$ cat config.mk
export PLATFORM = sky130hd
export DESIGN_NAME = cfpf_top
export DESIGN_NICKNAME = d
export VERILOG_FILES = /design/src/cfpf_pkg.sv /design/src/cfpf_top.sv
export SDC_FILE = /design/constraint.sdc
export NUM_CORES = 1
export LEC_CHECK = 0
export CORE_UTILIZATION = 29
export CTS_BUF_LIST = sky130_fd_sc_hd__clkbuf_2 sky130_fd_sc_hd__clkbuf_4 sky130_fd_sc_hd__clkbuf_8
export DETAILED_ROUTE_END_ITERATION = 7
export DONT_BUFFER_PORTS = 1
export PLACE_DENSITY = 0.54
export SYNTH_ARGS = -nofsm -noshare
export SYNTH_HDL_FRONTEND = slang
export SYNTH_SLANG_ARGS = --single-unit
$ cat constraint.sdc
create_clock -name CLK_IN -period 5.9 [get_ports CLK_IN]
set_clock_uncertainty 0.2 [all_clocks]
set_input_delay 0.59 -clock CLK_IN [delete_from_list [all_inputs] [get_ports CLK_IN]]
set_output_delay 0.59 -clock CLK_IN [all_outputs]
set_load 0.005 [all_outputs]
$ cat src/cfpf_pkg.sv
// Purpose: constants and types for the cell fault protection controller
// Assumes: 20 MHz system clock, 10 kHz delay tick derived from it
// Notes: delay tables hold the four factory settings of the undervoltage, discharge oc and charge oc timers
//
// Operation
// - long undervoltage drops discharge gate, over-discharge
// - over-discharge pulls sense up; small gap powers down
// - sink off in power-down and over-discharge
// - gap above 1.3 V leaves power-down
// - charger below -0.7 V: release at threshold
// - otherwise release at threshold plus hysteresis
// - persistent discharge overcurrent drops discharge gate
// - discharge overcurrent connects the current sink
// - discharge overcurrent keeps pull-up disconnected
// - sense 1 V below cell returns normal
// - persistent charge overcurrent drops charge gate
// - sense back above threshold returns normal
// - no charge overcurrent check in over-discharge
// - charge overcurrent: pull-up and sink disconnected
// - zero-volt charge: gate follows cell, then normal
// - zero-volt charge beats charge overcurrent check
// - below inhibit level charge gate held low
// - all delays timed by 10 kHz tick
// - plain overcurrent waits full overcurrent delay
// - short circuit uses short fixed delay
// - recovery timer before gate re-enable
// - short delay fixed 250 us, recovery fixed 1 ms, others selectable
// - overcurrent delay tables, four settings each
package cfpf_pkg;

    //------------------------------------------------------------
    // timing
    //------------------------------------------------------------
    localparam int CLK_HZ        = 20_000_000; // system clock rate
    localparam int TICK_HZ       = 10_000;     // delay tick rate
    localparam int TICK_CYCLES   = CLK_HZ / TICK_HZ;
    localparam int TICKS_PER_MS  = TICK_HZ / 1000;
    localparam int SHORT_DELAY_US = 250;       // fixed short delay
    // least time: round up to whole ticks
    localparam int SHORT_TICKS   = (SHORT_DELAY_US * TICK_HZ + 999_999)
                                   / 1_000_000;
    localparam int REC_DELAY_MS  = 1;          // recovery delay
    localparam int REC_TICKS     = REC_DELAY_MS * TICKS_PER_MS;
    localparam int CNT_W         = 11;         // fits 1440 ticks

    // factory delay tables in ms
    localparam int UV_DELAY_MS  [4] = '{20, 96, 125, 144};
    localparam int DOC_DELAY_MS [4] = '{8, 16, 20, 48};
    localparam int COC_DELAY_MS [4] = '{4, 6, 8, 16};

    // detector indices
    localparam int DET_UV = 0;
    localparam int DET_DOC = 1;
    localparam int DET_SHORT = 2;
    localparam int DET_COC = 3;
    localparam int NUM_DET = 4;

    //------------------------------------------------------------
    // register map
    //------------------------------------------------------------
    localparam logic [7:0]  CONFIG_ADDR  = 8'h00;
    localparam logic [7:0]  STATUS_ADDR  = 8'h04;
    localparam logic [31:0] CONFIG_RESET = 32'h0000_0000;
    localparam int CFG_UV_POS  = 0;  // [1:0] undervoltage delay
    localparam int CFG_DOC_POS = 2;  // [3:2] discharge oc delay
    localparam int CFG_COC_POS = 4;  // [5:4] charge oc delay

    // one-hot fault states
    typedef enum logic [4:0] {
        ST_NORMAL   = 5'h01,
        ST_OVER_DIS = 5'h02,
        ST_DIS_OC   = 5'h04,
        ST_CHG_OC   = 5'h08,
        ST_ZERO_V   = 5'h10
    } cfpf_state_type;

    // comparator results from the analog front end
    typedef struct packed {
        logic cell_below_uv;      // cell under undervoltage_threshold
        logic cell_above_hys;     // cell over threshold plus hysteresis
        logic sense_below_neg07;  // sense pin below -0.7 V
        logic sense_gap_gt_1v3;   // sense to cell gap above 1.3 V
        logic sense_ge_dis_oc;    // discharge_overcurrent threshold
        logic sense_ge_short;     // load_short_circuit threshold
        logic sense_below_coc;    // under charge overcurrent threshold
        logic sense_le_cell_1v;   // sense at cell minus 1 V or lower
        logic charger_at_start;   // zero_volt_charge_start_level met
        logic cell_below_inh;     // under zero_volt_inhibit_level
    } cfpf_cmp_type;

endpackage : cfpf_pkg

$ cat src/cfpf_top.sv
// Purpose: fault state controller driving charge and discharge gates
// Assumes: comparator levels arrive asynchronously from analog pins
// Notes: configuration and status reached over APB, zero wait state while CE_IN is high
//
// The address map and register access over APB were chosen for this implementation.
`timescale 1ns/1ns
module cfpf_top #(
    parameter int TICK_DIV = cfpf_pkg::TICK_CYCLES // cycles per tick
) (
    // clock, reset, enable
    input  wire logic                 CLK_IN,
    input  wire logic                 RST_N_IN,
    input  wire logic                 CE_IN,
    // analog comparator results
    input  wire cfpf_pkg::cfpf_cmp_type COMPARATOR_IN,
    // apb slave
    input  wire logic                 APB_PSEL_IN,
    input  wire logic                 APB_PENABLE_IN,
    input  wire logic                 APB_PWRITE_IN,
    input  wire logic [7:0]           APB_PADDR_IN,
    input  wire logic [31:0]          APB_PWDATA_IN,
    output logic      [31:0]          APB_PRDATA_OUT,
    output logic                      APB_PREADY_OUT,
    output logic                      APB_PSLVERR_OUT,
    // gate drives and sense switches
    output logic                      DISCHARGE_GATE_OUT,
    output logic                      CHARGE_GATE_OUT,
    output logic                      CHARGE_FOLLOW_OUT,
    output logic                      PULLUP_EN_OUT,
    output logic                      SINK_EN_OUT,
    output logic                      POWER_DOWN_OUT,
    output logic      [4:0]           STATE_OUT
);
    import cfpf_pkg::*;

    //------------------------------------------------------------
    // comparator synchroniser
    //------------------------------------------------------------
    cfpf_cmp_type cmp_meta_q;   // first stage, read only by second
    cfpf_cmp_type cmp_q;        // safe comparator levels

    // two flops per level; levels are slow, no glitch filter needed
    always_ff @(posedge CLK_IN) begin
        if (!RST_N_IN) begin
            cmp_meta_q <= '0;
            cmp_q      <= '0;
        end else if (CE_IN) begin
            cmp_meta_q <= COMPARATOR_IN;
            cmp_q      <= cmp_meta_q;
        end
    end

    //------------------------------------------------------------
    // 10 kHz tick
    //------------------------------------------------------------
    logic [15:0] tick_cnt_q;    // cycle counter inside a tick
    logic        tick;          // one cycle per tick period

    assign tick = (tick_cnt_q == 16'(TICK_DIV - 1));

    // free running divider; all delays step on this pulse
    always_ff @(posedge CLK_IN) begin
        if (!RST_N_IN) begin
            tick_cnt_q <= '0;
        end else if (CE_IN) begin
            if (tick) begin
                tick_cnt_q <= '0;
            end else begin
                tick_cnt_q <= tick_cnt_q + 16'h0001;
            end
        end
    end

    //------------------------------------------------------------
    // configuration register
    //------------------------------------------------------------
    logic [31:0] config_q;      // delay selections
    logic        apb_access;    // access phase
    logic        apb_mapped;    // address hits a register

    assign apb_access     = APB_PSEL_IN & APB_PENABLE_IN;
    assign apb_mapped     = (APB_PADDR_IN == CONFIG_ADDR) |
                            (APB_PADDR_IN == STATUS_ADDR);
    // frozen logic must not complete transfers
    assign APB_PREADY_OUT  = CE_IN;
    assign APB_PSLVERR_OUT = apb_access & ~apb_mapped;

    // write lands at the completing edge only
    always_ff @(posedge CLK_IN) begin
        if (!RST_N_IN) begin
            config_q <= CONFIG_RESET;
        end else if (CE_IN) begin
            if (apb_access && APB_PWRITE_IN &&
                (APB_PADDR_IN == CONFIG_ADDR)) begin
                config_q <= {26'h0, APB_PWDATA_IN[5:0]};
            end
        end
    end

    //------------------------------------------------------------
    // detection delay counters
    //------------------------------------------------------------
    cfpf_state_type   state_q;              // fault state
    cfpf_state_type   state_d;              // next fault state
    logic [CNT_W-1:0] det_lim [NUM_DET];    // expiry count per detector
    logic [NUM_DET-1:0] det_cmp;            // comparator asserted
    logic [NUM_DET-1:0] det_exp;            // persisted long enough
    logic [1:0]       uv_sel;               // undervoltage delay choice
    logic [1:0]       doc_sel;              // discharge oc delay choice
    logic [1:0]       coc_sel;              // charge oc delay choice

    assign uv_sel  = config_q[CFG_UV_POS +: 2];
    assign doc_sel = config_q[CFG_DOC_POS +: 2];
    assign coc_sel = config_q[CFG_COC_POS +: 2];

    // selectable delays, short delay fixed
    assign det_lim[DET_UV]    = CNT_W'(UV_DELAY_MS[uv_sel] *
                                       TICKS_PER_MS);
    assign det_lim[DET_DOC]   = CNT_W'(DOC_DELAY_MS[doc_sel] *
                                       TICKS_PER_MS);
    assign det_lim[DET_SHORT] = CNT_W'(SHORT_TICKS);
    assign det_lim[DET_COC]   = CNT_W'(COC_DELAY_MS[coc_sel] *
                                       TICKS_PER_MS);

    // detection only runs in normal status
    assign det_cmp[DET_UV]    = (state_q == ST_NORMAL) &
                                cmp_q.cell_below_uv;
    assign det_cmp[DET_DOC]   = (state_q == ST_NORMAL) &
                                cmp_q.sense_ge_dis_oc;
    assign det_cmp[DET_SHORT] = (state_q == ST_NORMAL) &
                                cmp_q.sense_ge_short;
    // no charge oc check with a depleted cell
    assign det_cmp[DET_COC]   = (state_q == ST_NORMAL) &
                                cmp_q.sense_below_coc &
                                ~cmp_q.cell_below_uv;

    genvar gi;
    generate
        for (gi = 0; gi < NUM_DET; gi++) begin : g_det
            logic [CNT_W-1:0] cnt_q; // ticks of continuous fault

            assign det_exp[gi] = det_cmp[gi] & (cnt_q >= det_lim[gi]);

            // counts while asserted, clears on any drop
            always_ff @(posedge CLK_IN) begin
                if (!RST_N_IN) begin
                    cnt_q <= '0;
                end else if (CE_IN) begin
                    if (!det_cmp[gi]) begin
                        cnt_q <= '0;
                    end else if (tick && (cnt_q < det_lim[gi])) begin
                        cnt_q <= cnt_q + CNT_W'(1);
                    end
                end
            end
        end
    endgenerate

    //------------------------------------------------------------
    // recovery timer
    //------------------------------------------------------------
    logic             rec_cond;   // release condition holds
    logic [CNT_W-1:0] rec_cnt_q;  // ticks of held release
    logic             rec_done;   // release has held long enough

    // release condition for each fault state
    always_comb begin
        rec_cond = 1'b0;
        unique case (state_q)
            // zero-volt charge releases at the over-discharge levels
            ST_OVER_DIS, ST_ZERO_V: begin
                if (cmp_q.sense_below_neg07) begin
                    rec_cond = ~cmp_q.cell_below_uv;
                end else begin
                    rec_cond = cmp_q.cell_above_hys;
                end
            end
            ST_DIS_OC:   rec_cond = cmp_q.sense_le_cell_1v;
            ST_CHG_OC:   rec_cond = ~cmp_q.sense_below_coc;
            ST_NORMAL:   rec_cond = 1'b0;
            default:     rec_cond = 1'b0;
        endcase
    end

    assign rec_done = rec_cond & (rec_cnt_q >= CNT_W'(REC_TICKS));

    // recurrence of the fault restarts the wait
    always_ff @(posedge CLK_IN) begin
        if (!RST_N_IN) begin
            rec_cnt_q <= '0;
        end else if (CE_IN) begin
            if (!rec_cond || (state_d != state_q)) begin
                rec_cnt_q <= '0;
            end else if (tick && !rec_done) begin
                rec_cnt_q <= rec_cnt_q + CNT_W'(1);
            end
        end
    end

    //------------------------------------------------------------
    // fault state machine
    //------------------------------------------------------------
    // undervoltage first, short and overcurrent share discharge
    always_comb begin
        state_d = state_q;
        unique case (state_q)
            ST_NORMAL: begin
                if (det_exp[DET_UV]) begin
                    state_d = ST_OVER_DIS;
                end else if (det_exp[DET_SHORT]) begin
                    state_d = ST_DIS_OC;
                end else if (det_exp[DET_DOC]) begin
                    state_d = ST_DIS_OC;
                end else if (det_exp[DET_COC]) begin
                    state_d = ST_CHG_OC;
                end
            end
            ST_OVER_DIS: begin
                if (rec_done) begin
                    state_d = ST_NORMAL;
                end else if (cmp_q.charger_at_start &&
                             !cmp_q.cell_below_inh) begin
                    state_d = ST_ZERO_V;
                end
            end
            ST_DIS_OC: begin
                if (rec_done) begin
                    state_d = ST_NORMAL;
                end
            end
            ST_CHG_OC: begin
                if (rec_done) begin
                    state_d = ST_NORMAL;
                end
            end
            ST_ZERO_V: begin
                if (rec_done) begin
                    state_d = ST_NORMAL;
                end else if (!cmp_q.charger_at_start) begin
                    state_d = ST_OVER_DIS;
                end
            end
            // illegal one-hot code: fall back to safe over-discharge
            default: state_d = ST_OVER_DIS;
        endcase
    end

    // state register
    always_ff @(posedge CLK_IN) begin
        if (!RST_N_IN) begin
            state_q <= ST_NORMAL;
        end else if (CE_IN) begin
            state_q <= state_d;
        end
    end

    //------------------------------------------------------------
    // power-down flag
    //------------------------------------------------------------
    logic power_down_q; // low current condition in over-discharge

    // a charger widening the gap wakes the device
    always_ff @(posedge CLK_IN) begin
        if (!RST_N_IN) begin
            power_down_q <= 1'b0;
        end else if (CE_IN) begin
            if (state_q != ST_OVER_DIS) begin
                power_down_q <= 1'b0;
            end else if (cmp_q.sense_gap_gt_1v3) begin
                power_down_q <= 1'b0;
            end else begin
                power_down_q <= 1'b1;
            end
        end
    end

    //------------------------------------------------------------
    // output drive
    //------------------------------------------------------------
    logic dis_fault;  // any discharge-side fault latched
    logic chg_fault;  // charge oc state, or cell below inhibit level

    assign dis_fault = (state_q == ST_OVER_DIS) |
                       (state_q == ST_DIS_OC) |
                       (state_q == ST_ZERO_V);
    assign chg_fault = (state_q == ST_CHG_OC) |
                       cmp_q.cell_below_inh;

    // gate and switch flops; one cycle behind the state
    always_ff @(posedge CLK_IN) begin
        if (!RST_N_IN) begin
            DISCHARGE_GATE_OUT <= 1'b0;
            CHARGE_GATE_OUT    <= 1'b0;
            CHARGE_FOLLOW_OUT  <= 1'b0;
            PULLUP_EN_OUT      <= 1'b0;
            SINK_EN_OUT        <= 1'b0;
            POWER_DOWN_OUT     <= 1'b0;
            STATE_OUT          <= 5'h00;
        end else if (CE_IN) begin
            DISCHARGE_GATE_OUT <= ~dis_fault;
            CHARGE_GATE_OUT    <= ~chg_fault;
            CHARGE_FOLLOW_OUT  <= (state_q == ST_ZERO_V) &
                                  ~cmp_q.cell_below_inh;
            PULLUP_EN_OUT      <= (state_q == ST_OVER_DIS);
            // sink off in power-down, over-discharge, charge oc
            SINK_EN_OUT        <= (state_q == ST_DIS_OC);
            POWER_DOWN_OUT     <= power_down_q;
            STATE_OUT          <= state_q;
        end
    end

    // read data captured in the setup phase
    always_ff @(posedge CLK_IN) begin
        if (!RST_N_IN) begin
            APB_PRDATA_OUT <= 32'h0000_0000;
        end else if (CE_IN && APB_PSEL_IN && !APB_PENABLE_IN) begin
            if (APB_PADDR_IN == CONFIG_ADDR) begin
                APB_PRDATA_OUT <= config_q;
            end else if (APB_PADDR_IN == STATUS_ADDR) begin
                APB_PRDATA_OUT <= {21'h0, CHARGE_FOLLOW_OUT,
                                   SINK_EN_OUT, PULLUP_EN_OUT,
                                   CHARGE_GATE_OUT, DISCHARGE_GATE_OUT,
                                   power_down_q, state_q};
            end else begin
                APB_PRDATA_OUT <= 32'h0000_0000;
            end
        end
    end
endmodule // cfpf_top

==> results of run 1 <==
-- sequential cells by signal, indices dropped and copies added, names as in the netlist, 5 cells and up --
name	flops
APB_PRDATA_OUT	11
state_q	5
cmp_meta_q	10
g_det.cnt_q	44
tick_cnt_q	16
STATE_OUT	5
cmp_q	10
rec_cnt_q	11
config_q	6
-- worst max path at each step --
stage | slack, ns | to
after floorplan | 3.18 | state_q[3]
after global placement | 2.70 | g_det[3].cnt_q[8]
after detailed placement | 2.62 | g_det[3].cnt_q[7]
after CTS | 2.61 | g_det[3].cnt_q[7]
after global routing | 2.29 | g_det[3].cnt_q[8]
final | 2.65 | g_det[3].cnt_q[7]
-- power by group through the flow --
stage / Sequential [uW] / Clock [uW] / Combinational, uW
floorplan: 880 / 0 / 75.3
global placement: 887 / 0 / 65.1
detailed placement: 887 / 0 / 65.8
CTS: 868 / 710 / 66.0
global route: 869 / 746 / 75.0
finish: 868 / 685 / 65.2
-- Yosys cell counts (4+ instances only) --
master    instances
o21ai_0          20
o211ai_1          5
nand2b_1          4
nor2_1           78
nor3b_1           4
a21oi_1          54
o31ai_1          16
nand4_1          14
nand3_1          32
xnor2_1           5
ha_1             40
and2_1           20
or3_1             8
nand2_1          53
nor3_1           13
nand3b_1          5
mux2i_1          37
clkbuf_1         22
nand4b_1          4
dfxtp_1         125
and3_1           10
inv_1            32
xor2_1           15
nor4_1            5
or4_1            16
a22oi_1           7
nor2b_1           4
buf_4            22
buf_2             5
-- layer usage --
| layer | GRT usage, % | up-vias | routed length, um |
|---|---|---|---|
| li1 | - | 2552 | - |
| met1 | 19.15 | 2293 | 7573 |
| met2 | 18.92 | 143 | 5658 |
| met3 | 3.848 | 19 | 854 |
| met4 | 4.697 | 0 | 201 |
| met5 | 0 | - | 0 |
-- cell type report --
| class | count | area (sq um) |
|---|---|---|
| clock buffers | 22 | 284.0 |
| clock inverters | 7 | 67.56 |
| fillers | 2216 | 14400 |
| inverters | 33 | 123.9 |
| multi-input cells | 544 | 3558 |
| flip-flops and latches | 125 | 2502 |
| well taps | 275 | 344.1 |
| repair buffers | 1 | 7.507 |
-- stage by stage --
step	instance area, sq um	power (uW)
after global placement	6536	952.1
after CTS	6888	1643
after detailed placement	6536	952.9
after global routing	6888	1690
after floorplan	6465	954.8
final	6888	1619
-- cell families (layout without fill, tap and decap cells) --
group / Yosys count / count (layout) / synth area share [%]
AOI/OAI and AO/OA: 136 / 136 / 14.06
muxes: 39 / 39 / 6.148
other: 2 / 22 / 0.1175
adders and majority gates: 40 / 40 / 7.832
xor gates and xnor gates: 20 / 20 / 2.741
buffers and inverters: 84 / 63 / 6.325
DFF: 125 / 125 / 39.16
and+or+nand+nor: 287 / 287 / 23.61
-- placed cells by master (no fill, tap or decap), types with 5 or more instances in the layout --
cell and instances:
or3_1 8, nor4_1 5, nand3b_1 5, and3_1 10, or4_1 16, dfxtp_1 125, a21oi_1 54, xnor2_1 5
mux2i_1 37, xor2_1 15, a22oi_1 7, and2_1 20, nand4_1 14, inv_1 31, o21ai_0 20, o31ai_1 16
clkbuf_8 19, o211ai_1 5, nand3_1 32, nand2_1 53, nor2_1 78, ha_1 40, conb_1 22, nor3_1 13
-- critical path, cell delays in order (launching register included) --
cell       delay (ns)
dfxtp_1          0.45
ha_1             0.24
nand3_1          0.10
ha_1             0.29
a2111oi_1        0.76
a32oi_2          0.42
or4_1            0.59
a21oi_1          0.14
==> impl_metrics.csv, run 1 <==
group,metric,value,unit
outcome,status,"complete, no violations",
power,swShare,23.59,%
sta,setup_viol,0,
routing,via_per_inst,4.972,
sta,fmax,307.4,MHz
routing,wl,14.29,mm
placed_design,gp_congestion,0.7856,
clocking,cts_tree,"yes",
setup_path,worstPathArrival,3.42,ns
sta,min_period,3.253,ns
die,io_pins,101,
setup_path,crit_path_start_kind,"flip-flop",
die,initial_utilization,30.02,%
power,powerDensity,235.0,nW/um^2
routing,drtIter0Drc,381,
synthesis,async_flop_share,0,%
grt,grt_pass1_vias,4671,
placed_design,place_ws,2.620,ns
clocking,htreeDepth,4,
setup_path,crit_start,"config_q[5]",
clocking,cts.sinks,125,
min_path,hold_path_depth,1,
synthesis,synth_top_area_cell,"dfxtp_1",
die,die_w,150.4,um
min_path,worstHoldStart,"RST_N_IN",
grt,grt_pass1_wl,23.65,mm
sta,report.final.slew_viol_count,0,
grt,grt_max_degree,54,
die,die_area,22630,sq um
finish,nNetsFinal,818,
power,p_comb_share,4.0,%
die,core-area,21290,sq um
power,ir_drop,0.0001460,V
routing,ant_nets,0,
power,p_switching,381.8,uW
placed_design,io_buffer_count,0,
clocking,clk_pin_slew,0.07,ns
finish,drive_gt1_share,6.557,%
setup_path,crit_fanout,15,
finish,final_util,32.36,%
min_path,hold_end,"state_q[0]",
clocking,cts_setup_buffers,0,
setup_path,r2r_start,"config_q[5]",
grt,antenna_found_initial,0,
power,power.leakage,0.002637,uW
clocking,cts_root_buf,"clkbuf_8",
sta,whs,0.03783,ns
placed_design,hpwl,10.19,mm
die,placementRows,53,
finish,num_antenna_cells,0,
routing,drt-wirelength-per-cell,14.19,um
synthesis,syn_area,6390,sq um
clocking,cts_hold_buf,0,
sta,fin_ws,2.647,ns
setup_path,reg2reg_depth,7,
synthesis,netlist.area_leader.share,39.16,%
setup_path,end_kind,"flip-flop",
setup_path,cp_data_required_time,6.07,ns
setup_path,rr_endpoint,"g_det[3].cnt_q[7]",
setup_path,reg2reg_slack,2.65,ns
die,die_y,150.4,um
clocking,worstSkewPairLatency,0.44,ns
synthesis,yosysWarnings,0,
clocking,cts_resized,0,
sta,worstMarginPinSlew,0.8563,ns
routing,route.detailed.drc,0,
routing,firstDrtPassIters,5,
clocking,clockBufferDepth,2,
finish,area_delta_synth_final,7.793,%
finish,finalNonFillerCells,1007,
sta,slew_headroom,42.77,%
power,p_seq_share,53.6,%
power,p_int,1237,uW
synthesis,yosysSeqAreaShare,39.16,%
power,pwr-share-clk,42.3,%
setup_path,worstSetupPathType,"reg -> reg",
sta,rsz0062_at_grt,"no",
flow_run,maxCapViolations,0,
synthesis,synthFlopType,"dfxtp_1",
placed_design,dpl.cell_count,978,
synthesis,synth.distinct_cells,66,
synthesis,syn_inst,733,
synthesis,ys_ff_latch,125,
grt,grtUsageTotal,13.41,%
sta,hold_viol,0,
grt,overflow,0,
min_path,hp-class,"in -> reg",
synthesis,synth_area_leaders,"dfxtp_1 (39%), ha_1 (7.8%), mux2i_1 (5.8%), nor2_1 (4.6%), a21oi_1 (4.2%)",
clocking,cts-buffers-inserted,17,
synthesis,avgSynthCellArea,8.717,sq um
sta,post-route-period-util,55.13,%
synthesis,synth-edff-count,0,
routing,routed-via-count,5007,
sta,tns,0,ns
No activity file was read; power rests on OpenSTA's default activity.
==> run 2, diff against run 1 <==
==> constraint.sdc (replaced) <==
create_clock -name CLK_IN -period 3.34 [get_ports CLK_IN]
set_clock_uncertainty 0.2 [all_clocks]
set_input_delay 0.334 -clock CLK_IN [delete_from_list [all_inputs] [get_ports CLK_IN]]
set_output_delay 0.334 -clock CLK_IN [all_outputs]
set_load 0.005 [all_outputs]
==> run 2 against run 1 <==
Against the previous run:
- flip-flop and latch count is the same
- register-to-register slack worse by 2.4 ns
- cell count is 2.9% higher
- largest power group unchanged
==> impl_metrics.csv, run 2 (same netlist as run 1, synthesis figures left out) <==
group,metric,value,unit
routing,route.detailed.drc,0,
power,p_int,2413,uW
clocking,cts_tree,"yes",
setup_path,crit_path_start_kind,"flip-flop",
routing,routed-via-count,5038,
power,pwr-share-clk,46.6,%
finish,layout_common_cells,"dfxtp_1 (125), nor2_1 (78), a21oi_1 (54)",
power,p_switching,746.5,uW
die,io_pins,101,
placed_design,io_buffer_count,0,
power,p_comb_share,4.9,%
setup_path,reg2reg_slack,0.26,ns
finish,multi_input_area,3558,sq um
sta,whs,0.02473,ns
placed_design,gp_congestion,0.7610,
min_path,hp-class,"in -> reg",
setup_path,worstSetupPathType,"reg -> reg",
finish,fillers,2200,
routing,drtIter0Drc,317,
grt,grt_max_degree,42,
grt,grt_pass1_wl,24.17,mm
clocking,cts.sinks,125,
power,swShare,23.63,%
finish,nNetsFinal,844,
sta,fin_ws,0.2643,ns
setup_path,cp_data_required_time,3.53,ns
sta,post-route-period-util,92.09,%
clocking,cts-buffers-inserted,17,
placed_design,hpwl,10.19,mm
sta,min_period,3.076,ns
power,powerDensity,436.8,nW/um^2
sta,worstMarginPinSlew,0.7613,ns
finish,regMostFlops,"g_det.cnt_q",
finish,area_delta_synth_final,13.20,%
routing,via_per_inst,4.863,
die,die_area,22630,sq um
outcome,status,"complete, no violations",
die,die_w,150.4,um
clocking,htreeDepth,4,
power,p_seq_share,48.5,%
flow_run,maxCapViolations,0,
placed_design,place_ws,0.3152,ns
sta,setup_viol,0,
finish,largest_reg_flops,44,
power,ir_drop,0.0002831,V
clocking,cts_root_buf,"clkbuf_8",
clocking,worstSkewPairLatency,0.46,ns
clocking,clk_pin_slew,0.08,ns
clocking,clockBufferDepth,2,
routing,drt-wirelength-per-cell,14.31,um
die,initial_utilization,30.02,%
power,power.leakage,0.002797,uW
routing,wl,14.82,mm
die,placementRows,53,
sta,fmax,325.1,MHz
grt,antenna_found_initial,0,
routing,ant_nets,0,
sta,slew_headroom,49.14,%
sta,rsz0062_at_grt,"no",
grt,grt_pass1_vias,4684,
finish,top_regs,"g_det.cnt_q (44), tick_cnt_q (16)",
routing,firstDrtPassIters,5,
setup_path,crit_fanout,13,
setup_path,end_kind,"flip-flop",
sta,report.final.slew_viol_count,0,
grt,overflow,0,
grt,grtUsageTotal,13.83,%
die,die_y,150.4,um
die,core-area,21290,sq um
sta,hold_viol,0,
sta,tns,0,ns
finish,num_antenna_cells,0,
clocking,cts_resized,0,
finish,seq_area,2502,sq um
finish,drive_gt1_share,7.490,%
setup_path,worstPathArrival,3.26,ns
finish,final_common_cell,"dfxtp_1",
==> run 2: path summary, 6_finish.rpt <==
kind / startpoint / endpoint / cells past startpoint
setup / recovery: config_q[4] / g_det[3].cnt_q[6] / 9
hold / removal: APB_PADDR_IN[1] / APB_PRDATA_OUT[0] / 4
hold reg to reg: g_det[1].cnt_q[10] / g_det[1].cnt_q[10] / 2
setup reg to reg: config_q[4] / g_det[3].cnt_q[6] / 9
==> run 2: layout make-up <==
type	instances	share of cell area (%)
inverter	33	1.713
multi-input combinational	544	49.20
timing repair buffer	27	3.771
tap	275	4.757
sequential	125	34.60
clock buffer	20	3.633
clock inverter	12	2.335
==> run 2: per-layer routing <==
layer,track usage (%),up-vias,routed length (um)
li1,-,2614,-
met1,19.43,2305,7962
met2,19.98,107,5894
met3,4.333,12,838
met4,4.091,0,128
met5,0,-,0
==> run 2: metrics by stage <==
stage,cells,total power [uW],utilization (%),area (sq um)
global route,1036,3276,33.98,7233
global placement,983,1684,30.88,6574
floorplan,753,1687,-,6465
finish,1036,3160,33.98,7233
CTS,1036,3192,33.98,7233
detailed placement,983,1686,30.88,6574
==> run 2: critical path: stages (launching register included) <==
cell and delay (ns):
dfxtp_1 0.41, inv_1 0.08, ha_1 0.30, ha_1 0.29, o211ai_1 0.19, a21oi_1 0.06
o2111ai_1 0.40, a32oi_2 0.36, or4_1 0.58, a21oi_1 0.15
==> run 2: what timing repair did <==
item                      4_1_cts  5_1_grt
hold buffers                   21        0
hold endpoints to repair       66        0
buffers inserted                0        0
==> run 2: power by group through the flow <==
stage	sequential, uW	clock, uW	combinational, uW
global route	1530	1570	175
CTS	1530	1500	156
floorplan	1550	0	133
detailed placement	1570	0	119
finish	1530	1470	156
global placement	1570	0	118
==> run 3, diff against run 2 <==
--- a/config.mk
+++ b/config.mk
@@ -5,6 +5,7 @@
 export SDC_FILE = /design/constraint.sdc
 export NUM_CORES = 1
 export LEC_CHECK = 0
+export ABC_CLOCK_PERIOD_IN_PS = 3200
 export CORE_UTILIZATION = 29
 export CTS_BUF_LIST = sky130_fd_sc_hd__clkbuf_2 sky130_fd_sc_hd__clkbuf_4 sky130_fd_sc_hd__clkbuf_8
 export DETAILED_ROUTE_END_ITERATION = 7
==> constraint.sdc (replaced) <==
create_clock -name CLK_IN -period 3.2 [get_ports CLK_IN]
set_clock_uncertainty 0.2 [all_clocks]
set_input_delay 0.32 -clock CLK_IN [delete_from_list [all_inputs] [get_ports CLK_IN]]
set_output_delay 0.32 -clock CLK_IN [all_outputs]
set_load 0.005 [all_outputs]
==> run 3 against run 2 <==
Against the previous run:
- sequential power is 5% higher
- global-route usage rose by 0.21 points
- critical path type unchanged
- via count grew 2.9%
- final area increased by 1.0%
- non-clock buffer count increased by 9
- power rose by 2.0%
- critical endpoint is now state_q[3]
==> impl_metrics.csv, run 3 (same netlist as run 1, synthesis figures left out) <==
group,metric,value,unit
outcome,status,"complete, no violations",
sta,post-route-period-util,94.13,%
finish,nNetsFinal,853,
die,die_y,150.4,um
placed_design,io_buffer_count,0,
finish,top_regs,"g_det.cnt_q (44), tick_cnt_q (16)",
sta,worstMarginPinSlew,0.7165,ns
setup_path,cp_data_required_time,3.37,ns
die,die_w,150.4,um
finish,regMostFlops,"g_det.cnt_q",
clocking,clk_pin_slew,0.08,ns
finish,final_common_cell,"dfxtp_1",
power,power.leakage,0.002831,uW
power,power,3222,uW
routing,via_per_inst,4.959,
clocking,cts_root_buf,"clkbuf_8",
grt,grt_pass1_wl,24.58,mm
placed_design,gp_congestion,0.7930,
clocking,cts_setup_buffers,0,
clocking,cts.sinks,125,
finish,largest_reg_flops,44,
grt,grtUsageTotal,14.04,%
clocking,htreeDepth,4,
routing,drt-wirelength-per-cell,14.41,um
die,initial_utilization,30.02,%
sta,slew_headroom,52.23,%
routing,drtIter0Drc,409,
finish,layout_common_cells,"dfxtp_1 (125), nor2_1 (77), a21oi_1 (54)",
sta,rsz0062_at_grt,"no",
grt,grt_pass1_vias,4766,
routing,routed-via-count,5182,
sta,fmax,332.0,MHz
min_path,hp-class,"in -> reg",
sta,report.final.slew_viol_count,0,
power,powerDensity,440.9,nW/um^2
clocking,cts-buffers-inserted,17,
sta,setup_viol,0,
placed_design,place_ws,0.1639,ns
routing,ant_nets,0,
finish,area_delta_synth_final,14.37,%
setup_path,worstPathArrival,3.19,ns
setup_path,worstSetupPathType,"reg -> reg",
finish,num_antenna_cells,0,
die,placementRows,53,
sta,tns,0,ns
finish,drive_gt1_share,8.312,%
die,io_pins,101,
setup_path,crit_path_start_kind,"flip-flop",
clocking,worstSkewPairLatency,0.45,ns
die,core-area,21290,sq um
routing,firstDrtPassIters,5,
flow_run,maxCapViolations,0,
die,die_area,22630,sq um
setup_path,reg2reg_slack,0.19,ns
power,ir_drop,0.0003173,V
setup_path,crit_fanout,6,
finish,fillers,2207,
sta,min_period,3.012,ns
sta,fin_ws,0.1878,ns
sta,hold_viol,0,
routing,route.detailed.drc,0,
routing,wl,15.06,mm
clocking,cts_tree,"yes",
clocking,clockBufferDepth,2,
grt,overflow,0,
grt,grt_max_degree,42,
setup_path,end_kind,"flip-flop",
placed_design,hpwl,10.22,mm
grt,antenna_found_initial,0,
## run 3: final timing paths
path,start,endpoint,cells after the start
max,config_q[1],state_q[3],12
min,APB_PADDR_IN[2],APB_PRDATA_OUT[4],4
max reg2reg,config_q[1],state_q[3],12
min reg2reg,g_det[1].cnt_q[10],g_det[1].cnt_q[10],2
## run 3: critical path, stage by stage, from the launching register on
cell      delay [ns]
dfxtp_1         0.37
inv_1           0.11
nor2_2          0.17
inv_1           0.06
ha_1            0.18
xnor2_1         0.13
ha_1            0.29
a21oi_1         0.14
o21a_1          0.26
o211a_1         0.21
o2111a_1        0.25
or3b_2          0.45
a21oi_1         0.13
## run 3: power by group
part | total (uW) | leakage, uW | switching (uW) | internal, uW
Sequential | 1600 | 0.00101 | 25.2 | 1570
Clock | 1460 | 0.000207 | 736 | 720
Combinational | 166 | 0.00161 | 99.5 | 66.9
## run 3: cell type report
type	count	area [sq um]	area share, %
multi-input cells	544	3580	48.98
flip-flops and latches	125	2502	34.24
repair buffers	36	350.3	4.794
well taps	275	344.1	4.708
clock buffers	17	234.0	3.202
clock inverters	15	173.9	2.380
inverters	33	123.9	1.695
## run 3: per-stage QoR
stage                     cell area [sq um]  std cells  hold slack [ns]  util (%)
after floorplan                        6465        753           0.2229         -
after global placement                 6611        988           0.2089     31.06
after detailed placement               6611        988           0.2060     31.06
after CTS                              7287       1045         0.004535     34.23
after global routing                   7308       1045          0.03259     34.33
final                                  7308       1045          0.03286     34.33
## run 3: repair_timing
item	in CTS	in global routing
setup endpoints to repair	0	15
hold buffers	25	0
endpoints found under the hold margin	73	0
resized for setup	0	4
## run 3: metal layers
| layer | GRT usage (%) | vias to the layer above | part of all wire (%) |
|---|---|---|---|
| met5 | 0 | - | 0 |
| met4 | 5.606 | 0 | 1.2 |
| met3 | 4.424 | 10 | 6.3 |
| met2 | 19.47 | 142 | 40 |
| met1 | 19.83 | 2396 | 52 |
| li1 | - | 2634 | - |
